**config.mk**
```make
export PLATFORM = sky130hd
export DESIGN_NAME = asr_status_regs
export DESIGN_NICKNAME = d
export VERILOG_FILES = /design/src/asr_pkg.sv /design/src/asr_status_regs.sv
export SDC_FILE = /design/constraint.sdc
export NUM_CORES = 1
export LEC_CHECK = 0
export ABC_AREA = 1
export ABC_CLOCK_PERIOD_IN_PS = 2200
export BUFFER_PORTS_ARGS = -buffer_cell sky130_fd_sc_hd__buf_2
export CAP_MARGIN = 20
export CORE_ASPECT_RATIO = 1.75
export CORE_MARGIN = 5
export CORE_UTILIZATION = 40
export CTS_BUF_LIST = sky130_fd_sc_hd__clkbuf_16
export DETAILED_ROUTE_END_ITERATION = 8
export HOLD_SLACK_MARGIN = 0.12
export PLACE_DENSITY = 0.69
export SLEW_MARGIN = 25
export SYNTH_ARGS = -nofsm -noshare
export SYNTH_HDL_FRONTEND = slang
export SYNTH_SLANG_ARGS = --single-unit
```
**constraint.sdc**
```tcl
create_clock -name ref_clk -period 2.2 [get_ports ref_clk]
set_clock_uncertainty 0.05 [all_clocks]
set_input_delay 0.11 -clock ref_clk [delete_from_list [all_inputs] [get_ports ref_clk]]
set_output_delay 0.11 -clock ref_clk [all_outputs]
set_load 0.03 [all_outputs]
```
**src/asr_pkg.sv**
```systemverilog
// Purpose: constants and types for the ALU flag and CPU status registers
// Assumes: one clock, registers reached over a plain address/strobe port
// Notes: Summary of operation
// Summary of operation
// - Flag-updating op on flag register overrides write
// - Clear of flag register: modes zero, zero set
// - Subtraction carries are inverted borrows
// - Overflow set on signed result out of range
// - Bits 7-6 select pointer one post-update
// - Bits 5-4 select pointer zero post-update
// - Power-on reset sets mode bits to one
// - Zero flag follows result equal zero
// - Nibble carry from bit three on add
// - Carry out of bit seven on add
// - Rotate through carry loads shifted-out bit
// - Operands: working register, file register, immediate
// - Timeout, power-down, stack-available ignore writes
// - Stack available clears at Fh, locks on wrap
// - Global disable blocks all interrupts
// - Timeout set by power-up, watchdog clear; cleared timeout
// - Power-down set by power-up, watchdog clear; cleared sleep
// - Power-on bit cleared by power-on, software sets
// - Brown-out bit cleared by brown-out, software sets
// - Status bits 7-6 read zero
package asr_pkg;
	// ****************************************
	// Register map
	// ****************************************
	localparam logic [7:0] ASR_ALU_FLAG_OFS = 8'h04; // Flag register address
	localparam logic [7:0] ASR_CPU_STAT_OFS = 8'h06; // Status register address
	// ****************************************
	// Bit positions
	// ****************************************
	localparam int ASR_C_BIT = 0; // Carry
	localparam int ASR_DC_BIT = 1; // Nibble carry
	localparam int ASR_Z_BIT = 2; // Zero
	localparam int ASR_OV_BIT = 3; // Signed overflow
	localparam int ASR_P0_LO = 4; // Pointer zero mode low bit
	localparam int ASR_P1_LO = 6; // Pointer one mode low bit
	localparam int ASR_BOR_BIT = 0; // Brown-out status
	localparam int ASR_POR_BIT = 1; // Power-on status
	localparam int ASR_PD_BIT = 2; // Power-down status
	localparam int ASR_TO_BIT = 3; // Timeout status
	localparam int ASR_GID_BIT = 4; // Global interrupt disable
	localparam int ASR_SKA_BIT = 5; // Stack available
	localparam logic [7:0] ASR_FLAG_MASK = 8'h0f; // Result flag bits
	localparam logic [7:0] ASR_STAT_WMASK = 8'h13; // Writable status bits
	localparam logic [7:0] ASR_STAT_IMPL = 8'h3f; // Implemented status bits
	// ****************************************
	// Reset values
	// ****************************************
	localparam logic [3:0] ASR_MODE_RST = 4'hf; // Pointer modes after power-on
	localparam logic [3:0] ASR_FLAG_RST = 4'h0; // Flags unknown; modelled as zero
	localparam logic [7:0] ASR_STAT_POR = 8'h3d; // Status after power-on
	localparam logic [3:0] ASR_SP_TOP = 4'hf; // Stack pointer top
	localparam logic [1:0] ASR_MODE_DEC = 2'h0; // Post-decrement
	localparam logic [1:0] ASR_MODE_INC = 2'h1; // Post-increment
	// ****************************************
	// Types
	// ****************************************
	typedef enum logic [3:0] {
		ASR_OP_NONE = 4'h0, // No ALU result
		ASR_OP_ADD = 4'h1, // Add
		ASR_OP_SUB = 4'h2, // Subtract (src minus working)
		ASR_OP_AND = 4'h3, // Logic and
		ASR_OP_IOR = 4'h4, // Logic or
		ASR_OP_XOR = 4'h5, // Logic exclusive or
		ASR_OP_RLC = 4'h6, // Rotate left through carry
		ASR_OP_RRC = 4'h7, // Rotate right through carry
		ASR_OP_CLR = 4'h8, // Clear register
		ASR_OP_MOV = 4'h9 // Direct write, no flags
	} asr_op_e;
	typedef struct packed {
		asr_op_e op; // Operation
		logic use_imm; // Second operand is immediate
		logic [7:0] imm; // Immediate value
		logic [7:0] faddr; // Destination file address
		logic dest_file; // Result goes to file register
	} asr_cmd_s;
	typedef struct packed {
		logic por; // Power-on reset event
		logic bor; // Brown-out reset event
		logic wdt_clear; // Watchdog clear instruction
		logic wdt_timeout; // Watchdog time-out
		logic sleep; // Sleep instruction
		logic push; // Stack push
		logic pop; // Stack pop
	} asr_evt_s;
endpackage

```
**src/asr_status_regs.sv**
```systemverilog
// Purpose: ALU result flags, pointer modes and CPU status register
// Assumes: core drives one command per cycle; events from same clock
// Notes: arst_n is the power-on reset; device events arrive as pulses
//
// The strobed register port was chosen for this implementation.
module asr_status_regs import asr_pkg::*; (
	input wire logic ref_clk, // Clock
	input wire logic arst_n, // Power-on reset, active low
	input wire logic [7:0] addr, // Register address
	input wire logic [7:0] wdata, // Write data
	input wire logic wr_en, // Write strobe
	input wire logic rd_en, // Read strobe
	output logic [7:0] rdata, // Read data, cycle after strobe
	input wire logic cmd_valid, // ALU command strobe
	input wire asr_cmd_s cmd, // ALU command
	input wire logic [7:0] file_val, // File register operand
	input wire logic [7:0] working_register, // Working register operand
	output logic [7:0] result, // ALU result, registered
	input wire asr_evt_s evt, // Device events
	input wire logic brown_out_enable_config, // Brown-out enable
	input wire logic [7:0] irq_req, // Enabled interrupt requests
	output logic irq_take, // Interrupt accepted
	output logic [1:0] pointer0_mode, // Pointer zero post-update mode
	output logic [1:0] pointer1_mode, // Pointer one post-update mode
	output logic [1:0] ptr0_step, // Pointer zero: 01 inc, 11 dec, 00 hold
	output logic [1:0] ptr1_step // Pointer one: 01 inc, 11 dec, 00 hold
);
	// ****************************************
	// State
	// ****************************************
	logic [7:0] alu_flag_reg; // Flag register
	logic [7:0] cpu_status_reg; // Status register
	logic [3:0] sp_reg; // Stack pointer
	logic ska_lock_reg; // Stack available locked clear
	logic [7:0] opb; // Second operand
	logic [8:0] sum; // Wide result
	logic [4:0] nib; // Low nibble sum
	logic [7:0] res; // Result byte
	logic c_new, dc_new, ov_new, fl_upd; // New flags
	logic hit_flag, hit_stat; // Destination decode
	logic [3:0] sp_next; // Next stack pointer

	// ****************************************
	// ALU
	// ****************************************
	// Operand select
	assign opb = cmd.use_imm ? cmd.imm : file_val;
	// Combinational result and flags
	always_comb begin
		sum = 9'h000;
		nib = 5'h00;
		res = 8'h00;
		c_new = alu_flag_reg[ASR_C_BIT];
		dc_new = alu_flag_reg[ASR_DC_BIT];
		ov_new = alu_flag_reg[ASR_OV_BIT];
		fl_upd = 1'b1;
		case (cmd.op)
			ASR_OP_ADD: begin
				sum = {1'b0, opb} + {1'b0, working_register};
				nib = {1'b0, opb[3:0]} + {1'b0, working_register[3:0]};
				res = sum[7:0];
				c_new = sum[8];
				dc_new = nib[4];
				ov_new = (opb[7] == working_register[7]) && (res[7] != opb[7]);
			end
			ASR_OP_SUB: begin
				// Add two's complement; carry one means no borrow
				sum = {1'b0, opb} + {1'b0, ~working_register} + 9'h001;
				nib = {1'b0, opb[3:0]} + {1'b0, ~working_register[3:0]} + 5'h01;
				res = sum[7:0];
				c_new = sum[8];
				dc_new = nib[4];
				ov_new = (opb[7] != working_register[7]) && (res[7] != opb[7]);
			end
			ASR_OP_AND: res = opb & working_register;
			ASR_OP_IOR: res = opb | working_register;
			ASR_OP_XOR: res = opb ^ working_register;
			ASR_OP_RLC: begin
				res = {opb[6:0], alu_flag_reg[ASR_C_BIT]};
				c_new = opb[7];
			end
			ASR_OP_RRC: begin
				res = {alu_flag_reg[ASR_C_BIT], opb[7:1]};
				c_new = opb[0];
			end
			ASR_OP_CLR: res = 8'h00;
			ASR_OP_MOV: begin
				res = opb;
				fl_upd = 1'b0;
			end
			default: fl_upd = 1'b0;
		endcase
	end

	// An empty command never lands in either register
	assign hit_flag = cmd_valid && cmd.dest_file && (cmd.op != ASR_OP_NONE) &&
		(cmd.faddr == ASR_ALU_FLAG_OFS);
	assign hit_stat = cmd_valid && cmd.dest_file && (cmd.op != ASR_OP_NONE) &&
		(cmd.faddr == ASR_CPU_STAT_OFS);

	// Registered result
	always_ff @(posedge ref_clk or negedge arst_n) begin
		if (!arst_n) begin
			result <= 8'h00;
		end else if (cmd_valid) begin
			result <= res;
		end
	end

	// ****************************************
	// Flag register
	// ****************************************
	// Power-on sets modes; flags updated by ALU or plain writes
	always_ff @(posedge ref_clk or negedge arst_n) begin
		if (!arst_n) begin
			alu_flag_reg <= {ASR_MODE_RST, ASR_FLAG_RST};
		end else if (evt.por) begin
			// Power-on event acts like the pin reset
			alu_flag_reg <= {ASR_MODE_RST, ASR_FLAG_RST};
		end else if (cmd_valid && fl_upd) begin
			if (hit_flag) begin
				// Flag bits follow the result, mode bits take result bits 7-4
				alu_flag_reg[7:4] <= res[7:4];
			end
			alu_flag_reg[ASR_Z_BIT] <= (res == 8'h00);
			if (cmd.op inside {ASR_OP_ADD, ASR_OP_SUB}) begin
				alu_flag_reg[ASR_DC_BIT] <= dc_new;
				alu_flag_reg[ASR_OV_BIT] <= ov_new;
			end
			if (cmd.op inside {ASR_OP_ADD, ASR_OP_SUB, ASR_OP_RLC, ASR_OP_RRC}) begin
				alu_flag_reg[ASR_C_BIT] <= c_new;
			end
		end else if (hit_flag) begin
			alu_flag_reg <= res;
		end else if (wr_en && addr == ASR_ALU_FLAG_OFS) begin
			alu_flag_reg <= wdata;
		end
	end

	// Pointer mode outputs
	assign pointer1_mode = alu_flag_reg[ASR_P1_LO +: 2];
	assign pointer0_mode = alu_flag_reg[ASR_P0_LO +: 2];
	// Step encoding: 1x holds
	always_comb begin
		ptr0_step = pointer0_mode[1] ? 2'h0 : (pointer0_mode == ASR_MODE_INC ? 2'h1 : 2'h3);
		ptr1_step = pointer1_mode[1] ? 2'h0 : (pointer1_mode == ASR_MODE_INC ? 2'h1 : 2'h3);
	end

	// ****************************************
	// Stack tracking
	// ****************************************
	always_comb begin
		sp_next = sp_reg;
		if (evt.push && !evt.pop) begin
			sp_next = sp_reg + 4'h1;
		end else if (evt.pop && !evt.push) begin
			sp_next = sp_reg - 4'h1;
		end
	end

	// Pointer and overflow lock
	always_ff @(posedge ref_clk or negedge arst_n) begin
		if (!arst_n) begin
			sp_reg <= 4'h0;
			ska_lock_reg <= 1'b0;
		end else if (evt.por || evt.bor) begin
			sp_reg <= 4'h0;
			ska_lock_reg <= 1'b0;
		end else begin
			sp_reg <= sp_next;
			if (evt.push && !evt.pop && sp_reg == ASR_SP_TOP) begin
				ska_lock_reg <= 1'b1;
			end
		end
	end

	// ****************************************
	// Status register
	// ****************************************
	// Event bits set by device, software writes only writable bits
	always_ff @(posedge ref_clk or negedge arst_n) begin
		if (!arst_n) begin
			cpu_status_reg <= ASR_STAT_POR;
		end else begin
			if (hit_stat) begin
				cpu_status_reg[ASR_GID_BIT] <= res[ASR_GID_BIT];
				cpu_status_reg[ASR_POR_BIT] <= res[ASR_POR_BIT];
				cpu_status_reg[ASR_BOR_BIT] <= res[ASR_BOR_BIT];
			end else if (wr_en && addr == ASR_CPU_STAT_OFS) begin
				cpu_status_reg[ASR_GID_BIT] <= wdata[ASR_GID_BIT];
				cpu_status_reg[ASR_POR_BIT] <= wdata[ASR_POR_BIT];
				cpu_status_reg[ASR_BOR_BIT] <= wdata[ASR_BOR_BIT];
			end
			// Power-on event clears power-on bit, brown-out event clears brown-out bit; wins over software
			if (evt.por) begin
				cpu_status_reg <= ASR_STAT_POR;
			end else if (evt.bor && brown_out_enable_config) begin
				cpu_status_reg[ASR_BOR_BIT] <= 1'b0;
				cpu_status_reg[ASR_GID_BIT] <= 1'b1;
			end
			// Watchdog and sleep; time-out and sleep win over clear
			if (evt.wdt_timeout) begin
				cpu_status_reg[ASR_TO_BIT] <= 1'b0;
			end else if (evt.wdt_clear) begin
				cpu_status_reg[ASR_TO_BIT] <= 1'b1;
			end
			if (evt.sleep) begin
				cpu_status_reg[ASR_PD_BIT] <= 1'b0;
			end else if (evt.wdt_clear) begin
				cpu_status_reg[ASR_PD_BIT] <= 1'b1;
			end
			// Stack available from pointer
			if (!evt.por && !evt.bor) begin
				cpu_status_reg[ASR_SKA_BIT] <= !(ska_lock_reg || sp_next == ASR_SP_TOP ||
					(evt.push && !evt.pop && sp_reg == ASR_SP_TOP));
			end
		end
	end

	// Global interrupt gate
	assign irq_take = !cpu_status_reg[ASR_GID_BIT] && (|irq_req);

	// ****************************************
	// Read port
	// ****************************************
	always_ff @(posedge ref_clk or negedge arst_n) begin
		if (!arst_n) begin
			rdata <= 8'h00;
		end else if (rd_en && addr == ASR_ALU_FLAG_OFS) begin
			rdata <= alu_flag_reg;
		end else if (rd_en && addr == ASR_CPU_STAT_OFS) begin
			rdata <= cpu_status_reg & ASR_STAT_IMPL;
		end else begin
			rdata <= 8'h00;
		end
	end
endmodule

```
==> summary.md, run 1 <==
### Synth
* **most frequent cell after synthesis** nand2_1
* **top post-synthesis cells by area** nand2_1 19%, dfrtp_1 18%, ha_1 10%
* **Netlist cell types** 35
* **async set-reset flop share out of synthesis** 100%
* **leading cell types by count after synthesis** 189 x nand2_1, 92 x inv_1, 75 x nor2_1, 50 x nand3_1, 29 x ha_1
* **number of standard cells after synthesis** 595
* **sequential cell area fraction in the yosys report** 24.4%
* **top cell type by total area after synthesis** nand2_1
* **mapped cell area** 3640 um2
* **flop and latch count out of synthesis** 35
* **prevailing post-synth register cell** dfrtp_1
* **number of flops mapped to enable cells by yosys** 0
* **count of yosys warnings during synthesis** 0
* **syn nets** 701
* **post-synth top area share** 19.5%
* **synthesized area per cell** 6.12 um2

### Routing
* **final antenna-violating net count** 0
* **average wire length per cell after detail routing** 14.4 um
* **number of search-and-repair iterations in the first detailed-routing pass** 5
* **detailed-route via count** 4437
* **DRC violation count after routing** 0
* **Detailed Route Iter0 Violations** 179
* **aggregate routed wire length** 12800 um
* **Via density** 5.00

### Timing
* **Max-Slew Margin vs Limit** 50.6%
* **max-slew violation count** 0
* **number of setup violations in the final report** 0
* **Peak Freq** 504 MHz
* **final hold viol count** 0
* **Worst-Margin Slew** 0.741 ns
* **worst hold slack** 0.161 ns
* **post-route clock period utilization** 90.2%
* **final period demand of the worst path** 1.98 ns
* **RSZ-0062 raised after global routing** yes

### GRT
* **gr ovfl total** 0
* **maximum number of pins on one net before global-route repair** 36
* **aggregate global-route resource usage** 23.5%
* **vias in the first global route** 4397
* **wire length of the first global-routing pass** 19900 um
* **initial antenna violation count** 0

### Floorplanning
* **number of top-level pins** 100
* **Initial Utilization** 40.5%
* **y dimension of the die** 136 um
* **row count** 46
* **Horiz. Die Dim** 82.1 um
* **full die area** 11200 um2
* **core box area** 8980 um2

### Placement
* **number of cells after detailed placement** 864
* **count of buffers inserted at the top-level ports** 99
* **post-place instance area** 4660 um2
* **Final HPWL DP** 10900 um
* **gpl congestion** 1.03

### Setup path
* **kind of end point of the critical path** flop
* **most frequent CP cell** nand2_1
* **crit path kind** primary input to flop
* **crit-path max FO** 9
* **crit-path cells** buf_2 -> inv_4 -> nand2_1 -> nand2_1 -> ha_1 -> inv_1 -> fa_1 -> inv_1 -> nand2_1 -> nand2_1 -> nand3_1 -> nand2_1 -> a21oi_1 -> o21a_1 -> o21ai_0 -> buf_4 -> nand3_1 -> nand2_1
* **data arrival time at the worst-slack endpoint** 2.16 ns
* **slowest stage delay, CP** 0.38 ns
* **kind of start point of the critical path** primary input
* **standard cell with the maximum stage delay on the critical path** fa_1
* **CP required** 2.37 ns

### Final layout
* **Synth-to-Final Area Change** 38.0%
* **Layout Cells excl Fill** 888
* **antenna diode instance count** 0
* **area of all placed cells without fillers** 5020 um2
* **Final #Nets** 873
* **layout cell share with drive strength beyond 1** 26.7%

### Clock tree
* **CTS tree** built
* **number of buffers created by CTS** 5
* **Clock H-tree levels** 2
* **buffer type at the clock tree root** clkbuf_16
* **Clock Latency Late Sink** 0.28 ns
* **deepest clock path buffer count** 2
* **clock-pin slew on the worst setup and hold paths** 0.06 ns
* **CTS Sinks** 35

### Power and ir drop
* **internal power component** 1490 uW
* **Psw** 827 uW
* **Sequential Power Share** 30.9%
* **proportion of power drawn by the clock network** 29.0%
* **share of power burned in combinational logic** 40.1%
* **PD cells** 461 nW/um2
* **overall power** 2310 uW
* **proportion of total power due to net switching** 35.7%
* **Static Leakage** 0.00291 uW
* **Worst VDD drop** 0.000317 V

### Hold path
* **worst hold-check path type** primary input to flop

### Job
* **max_cap viols** 0

### Status
* **outcome** complete, no violations

final cells by class:
type | instances | area [um2]
Fill cell | 929 | 3960
Multi-Input combinational cell | 455 | 2380
Timing Repair Buffer | 174 | 1100
Sequential cell | 35 | 887
Inverter | 96 | 363
Tap cell | 120 | 150
Clock buffer | 5 | 125
Clock inverter | 3 | 15.0
worst max-delay path, delay by kind of cell:
| family | cells | cell delay (ns) |
|---|---|---|
| AND/OR/NAND/NOR | 8 | 0.61 |
| adder cells (fa/ha/maj) | 2 | 0.56 |
| buffers and inverters | 5 | 0.48 |
| AO/OA/AOI/OAI | 3 | 0.39 |
placed cells by master, fill, tap and decap left out, types with 9 or more instances in the layout:
| master | Yosys | routed |
|---|---|---|
| nand2_1 | 189 | 187 |
| buf_2 | 4 | 99 |
| inv_1 | 92 | 92 |
| nor2_1 | 75 | 68 |
| buf_4 | 4 | 60 |
| nand3_1 | 50 | 50 |
| ha_1 | 29 | 26 |
| dfrtp_1 | 26 | 26 |
| o21ai_0 | 23 | 22 |
| a21oi_1 | 20 | 20 |
| dlygate4sd3_1 | 0 | 15 |
| nor2_2 | 5 | 12 |
| nand4_1 | 10 | 10 |
| a31oi_1 | 9 | 9 |
| dfstp_2 | 9 | 9 |
repair_timing:
| action | CTS | global route |
|---|---|---|
| hold endpoints to repair | 38 | 0 |
| gates resized for setup | 0 | 17 |
| hold buffers | 15 | 0 |
| endpoints found under the setup margin | 0 | 8 |
| setup buffers | 0 | 1 |
power groups by stage:
| stage | Sequential [uW] | Combinational (uW) | Clock [uW] |
|---|---|---|---|
| floorplan | 759 | 439 | 0 |
| global placement | 725 | 871 | 0 |
| detailed placement | 726 | 879 | 0 |
| CTS | 716 | 904 | 677 |
| global route | 719 | 1030 | 707 |
| finish | 716 | 928 | 671 |
cells by family after synthesis:
family                   synth area share (%)
AND/OR/NAND/NOR                          40.9
buffers and inverters                    11.7
AO/OA/AOI/OAI                            11.5
flip-flops                               24.4
adder cells (fa/ha/maj)                  11.1
XOR/XNOR                                0.482
metrics by stage:
step / utilization (%) / setup slack (ns) / TNS [ns]
after floorplan: - / 0.0157 / 0
after global placement: 51.9 / -0.157 / -0.671
after detailed placement: 51.9 / -0.184 / -1.01
after CTS: 55.2 / 0.107 / 0
after global routing: 55.9 / -0.0184 / -0.0247
final: 55.9 / 0.215 / 0
per-layer routing:
metal  vias up  GRT usage, %  wire, um
li1       2234             -         -
met1      2006          22.6      4380
met2       146          44.6      6940
met3        51          1.33       533
met4         0          17.0       922
met5         -             0         0
worst paths after layout:
check / slack (ns) / depth (start not counted) / endpoint / start
worst max-delay path: 0.22 / 18 / alu_flag_reg[0]$_DFFE_PN0P_ / cmd[17]
worst min-delay path: 0.16 / 5 / cpu_status_reg[0]$_DFFE_PN1P_ / wdata[0]
worst max register to register: 0.71 / 7 / cpu_status_reg[5]$_DFFE_PN1P_ / sp_reg[0]$_DFF_PN0_
worst min register to register: 0.43 / 2 / alu_flag_reg[2]$_DFFE_PN0P_ / alu_flag_reg[2]$_DFFE_PN0P_
max in group asynchronous: 1.24 / 2 / sp_reg[1]$_DFF_PN0_ / arst_n
min in group asynchronous: 0.38 / 2 / cpu_status_reg[1]$_DFFE_PN0P_ / arst_n
Power figures use the tool's default switching activity.
==> run 2: changes to the inputs <==
--- a/config.mk
+++ b/config.mk
@@ -6,7 +6,7 @@
 export NUM_CORES = 1
 export LEC_CHECK = 0
 export ABC_AREA = 1
-export ABC_CLOCK_PERIOD_IN_PS = 2200
+export ABC_CLOCK_PERIOD_IN_PS = 2300
 export BUFFER_PORTS_ARGS = -buffer_cell sky130_fd_sc_hd__buf_2
 export CAP_MARGIN = 20
 export CORE_ASPECT_RATIO = 1.75
==> constraint.sdc (replaced) <==
create_clock -name ref_clk -period 2.3 [get_ports ref_clk]
set_clock_uncertainty 0.05 [all_clocks]
set_input_delay 0.115 -clock ref_clk [delete_from_list [all_inputs] [get_ports ref_clk]]
set_output_delay 0.115 -clock ref_clk [all_outputs]
set_load 0.03 [all_outputs]
==> run 2 against run 1 <==
Hold slack got worse by 0.027 ns. First-iteration DRC count rose by 54%. Via count fell by 0.56%. Sequential share of layout area rose by 0.44 points. Wire length rose by 0.16%. Worst setup slack got worse by 0.017 ns. Count of clock-buffer cells in the layout did not move. Power fell by 5.8%. Clock power fell by 6.6%. Final cell count fell by 1.1%. Critical path type unchanged. Critical endpoint is now alu_flag_reg[2]$_DFFE_PN0P_.
==> summary.md, run 2 (synthesis results as in run 1) <==
### Timing
* **number of setup violations in the final report** 0, unchanged
* **summed negative setup slack over all endpoints** 0 ns, unchanged
* **max-slew violation count** 0, unchanged
* **worst path setup slack after routing** 0.198 ns, -0.0172 ns
* **Worst-Margin Slew** 0.777 ns, +0.0360 ns
* **Max-Slew Margin vs Limit** 48.2%, -2.4 points
* **final hold viol count** 0, unchanged
* **Peak Freq** 476 MHz
* **final period demand of the worst path** 2.10 ns
* **post-route clock period utilization** 91.4%

### Floorplanning
* **number of top-level pins** 100, unchanged
* **y dimension of the die** 136 um, unchanged
* **full die area** 11200 um2, unchanged
* **Horiz. Die Dim** 82.1 um, unchanged
* **row count** 46, unchanged
* **Initial Utilization** 40.5%, unchanged
* **core box area** 8980 um2, unchanged

### Final layout
* **# fillers** 919, -1.1%
* **most common cell after layout, fill and taps aside** nand2_1
* **sequential cell area** 887 um2, unchanged
* **area used by multi-input combinational logic** 2340 um2, -1.6%
* **layout cell share with drive strength beyond 1** 24.8%, -1.9 points
* **antenna diode instance count** 0, unchanged
* **Final #Nets** 863, -1.1%
* **post-layout utilization of the core** 54.6%, -1.4 points
* **commonest cells after routing, fill and taps aside** 188 x nand2_1, 99 x buf_2, 94 x inv_1
* **Layout Cells excl Fill** 878, -1.1%
* **Synth-to-Final Area Change** 34.6%

### Power and ir drop
* **Worst VDD drop** 0.000324 V, +2.0%
* **Static Leakage** 0.00287 uW, -1.3%
* **PD cells** 445 nW/um2, -3.5%
* **overall power** 2180 uW, -5.8%

### Routing
* **number of search-and-repair iterations in the first detailed-routing pass** 7, +2
* **aggregate routed wire length** 12800 um, +0.16%
* **Via density** 5.03, +0.57%
* **Detailed Route Iter0 Violations** 275, +54%
* **DRC violation count after routing** 0, unchanged
* **final antenna-violating net count** 0, unchanged
* **average wire length per cell after detail routing** 14.6 um, +1.3%
* **detailed-route via count** 4412, -0.56%

### Hold path
* **worst hold-check path type** primary input to flop

### GRT
* **initial antenna violation count** 0, unchanged
* **vias in the first global route** 4363, -0.77%
* **wire length of the first global-routing pass** 19900 um, about the same
* **gr ovfl total** 0, unchanged
* **aggregate global-route resource usage** 23.4%, about the same
* **maximum number of pins on one net before global-route repair** 36, unchanged

### Setup path
* **data arrival time at the worst-slack endpoint** 2.27 ns, +0.11 ns
* **Worst Path Buf+Inv** 5, unchanged
* **most frequent CP cell** nand2_1
* **slowest stage delay, CP** 0.41 ns, +0.03 ns
* **kind of end point of the critical path** flop
* **standard cell with the maximum stage delay on the critical path** fa_2
* **crit-path max FO** 10, +1
* **kind of cell adding the most delay to the critical path** simple AND/OR/NAND/NOR gates
* **crit path kind** primary input to flop
* **CP required** 2.47 ns, +0.10 ns
* **kind of start point of the critical path** primary input
* **crit-path cells** buf_2 -> inv_4 -> nand2_1 -> nand2_1 -> inv_1 -> ha_1 -> inv_1 -> fa_2 -> inv_1 -> nand2_1 -> nand2_1 -> nor2_1 -> nor2_1 -> nand2_1 -> nor2_4 -> nand3_1 -> nor2_1 -> nand3_1 -> nand2_1 -> nand2_1 -> nand2_1

### Status
* **outcome** complete, no violations

### Clock tree
* **CTS tree** built
* **buffer type at the clock tree root** clkbuf_16
* **number of setup buffers added after CTS** 0, unchanged
* **Clock H-tree levels** 2, unchanged
* **number of buffers created by CTS** 5, unchanged
* **deepest clock path buffer count** 2, unchanged
* **Clock Latency Late Sink** 0.28 ns, about the same
* **clock-pin slew on the worst setup and hold paths** 0.05 ns, about the same
* **CTS Sinks** 35, unchanged

### Job
* **max_cap viols** 0, unchanged

### Placement
* **count of buffers inserted at the top-level ports** 99, unchanged
* **post-place setup slack** -0.369 ns, -0.185 ns
* **gpl congestion** 0.913, -12%
* **number of cells after detailed placement** 857, -0.81%
* **Final HPWL DP** 10900 um, about the same

[run 2: metal layers]
layer | vias up | global-route usage, % | share of wire, %
li1 | 2206 | - | -
met1 | 2004 | 21.0 | 34
met2 | 156 | 46.8 | 55
met3 | 46 | 2.19 | 4.8
met4 | 0 | 14.9 | 5.8
met5 | - | 0 | 0
[run 2: where the power goes]
part / total, uW / switching, uW / internal [uW]
combinational: 871 / 518 / 352
sequential: 684 / 23.5 / 660
clock: 627 / 236 / 390
total: 2180 / 778 / 1400
[run 2: path summary, 6_finish.rpt]
check / from / endpoint / slack, ns / cells after the start
min in group asynchronous: arst_n / result[0]$_DFFE_PN0P_ / 0.40 / 2
max reg2reg: sp_reg[0]$_DFF_PN0_ / cpu_status_reg[5]$_DFFE_PN1P_ / 0.79 / 7
max: cmd[17] / alu_flag_reg[2]$_DFFE_PN0P_ / 0.20 / 21
max in group asynchronous: arst_n / sp_reg[1]$_DFF_PN0_ / 1.30 / 2
min reg2reg: result[6]$_DFFE_PN0P_ / result[6]$_DFFE_PN0P_ / 0.43 / 2
min: rd_en / rdata[2]$_DFF_PN0_ / 0.13 / 3
[run 2: stage by stage]
stage	cell area [um2]	hold WS (ns)
finish	4900	0.134
global route	4900	0.140
CTS	4880	0.121
detailed placement	4610	0.178
global placement	4610	0.166
floorplan	3640	-0.231
[run 2: area by class of cell]
class / count / area share [%]
clock buffer: 5 / 2.55
sequential: 35 / 18.1
tap: 120 / 3.07
timing repair buffer: 164 / 20.7
multi-input combinational: 455 / 47.9
clock inverter: 3 / 0.255
inverter: 96 / 7.41
[run 2: worst register-to-register path, cell delays in order (launching register included)]
cell and delay (ns):
dfrtp_1 0.40, inv_1 0.08, ha_1 0.31, o21ai_0 0.16, o21ai_0 0.14, nand4_1 0.13
nand3_1 0.07, o211ai_1 0.09
[run 2: repair_timing]
action,in CTS,in global routing
setup endpoints to repair,1,3
hold endpoints to repair,36,0
hold buffers,13,0
gates cloned,0,0
gates resized for setup,1,6
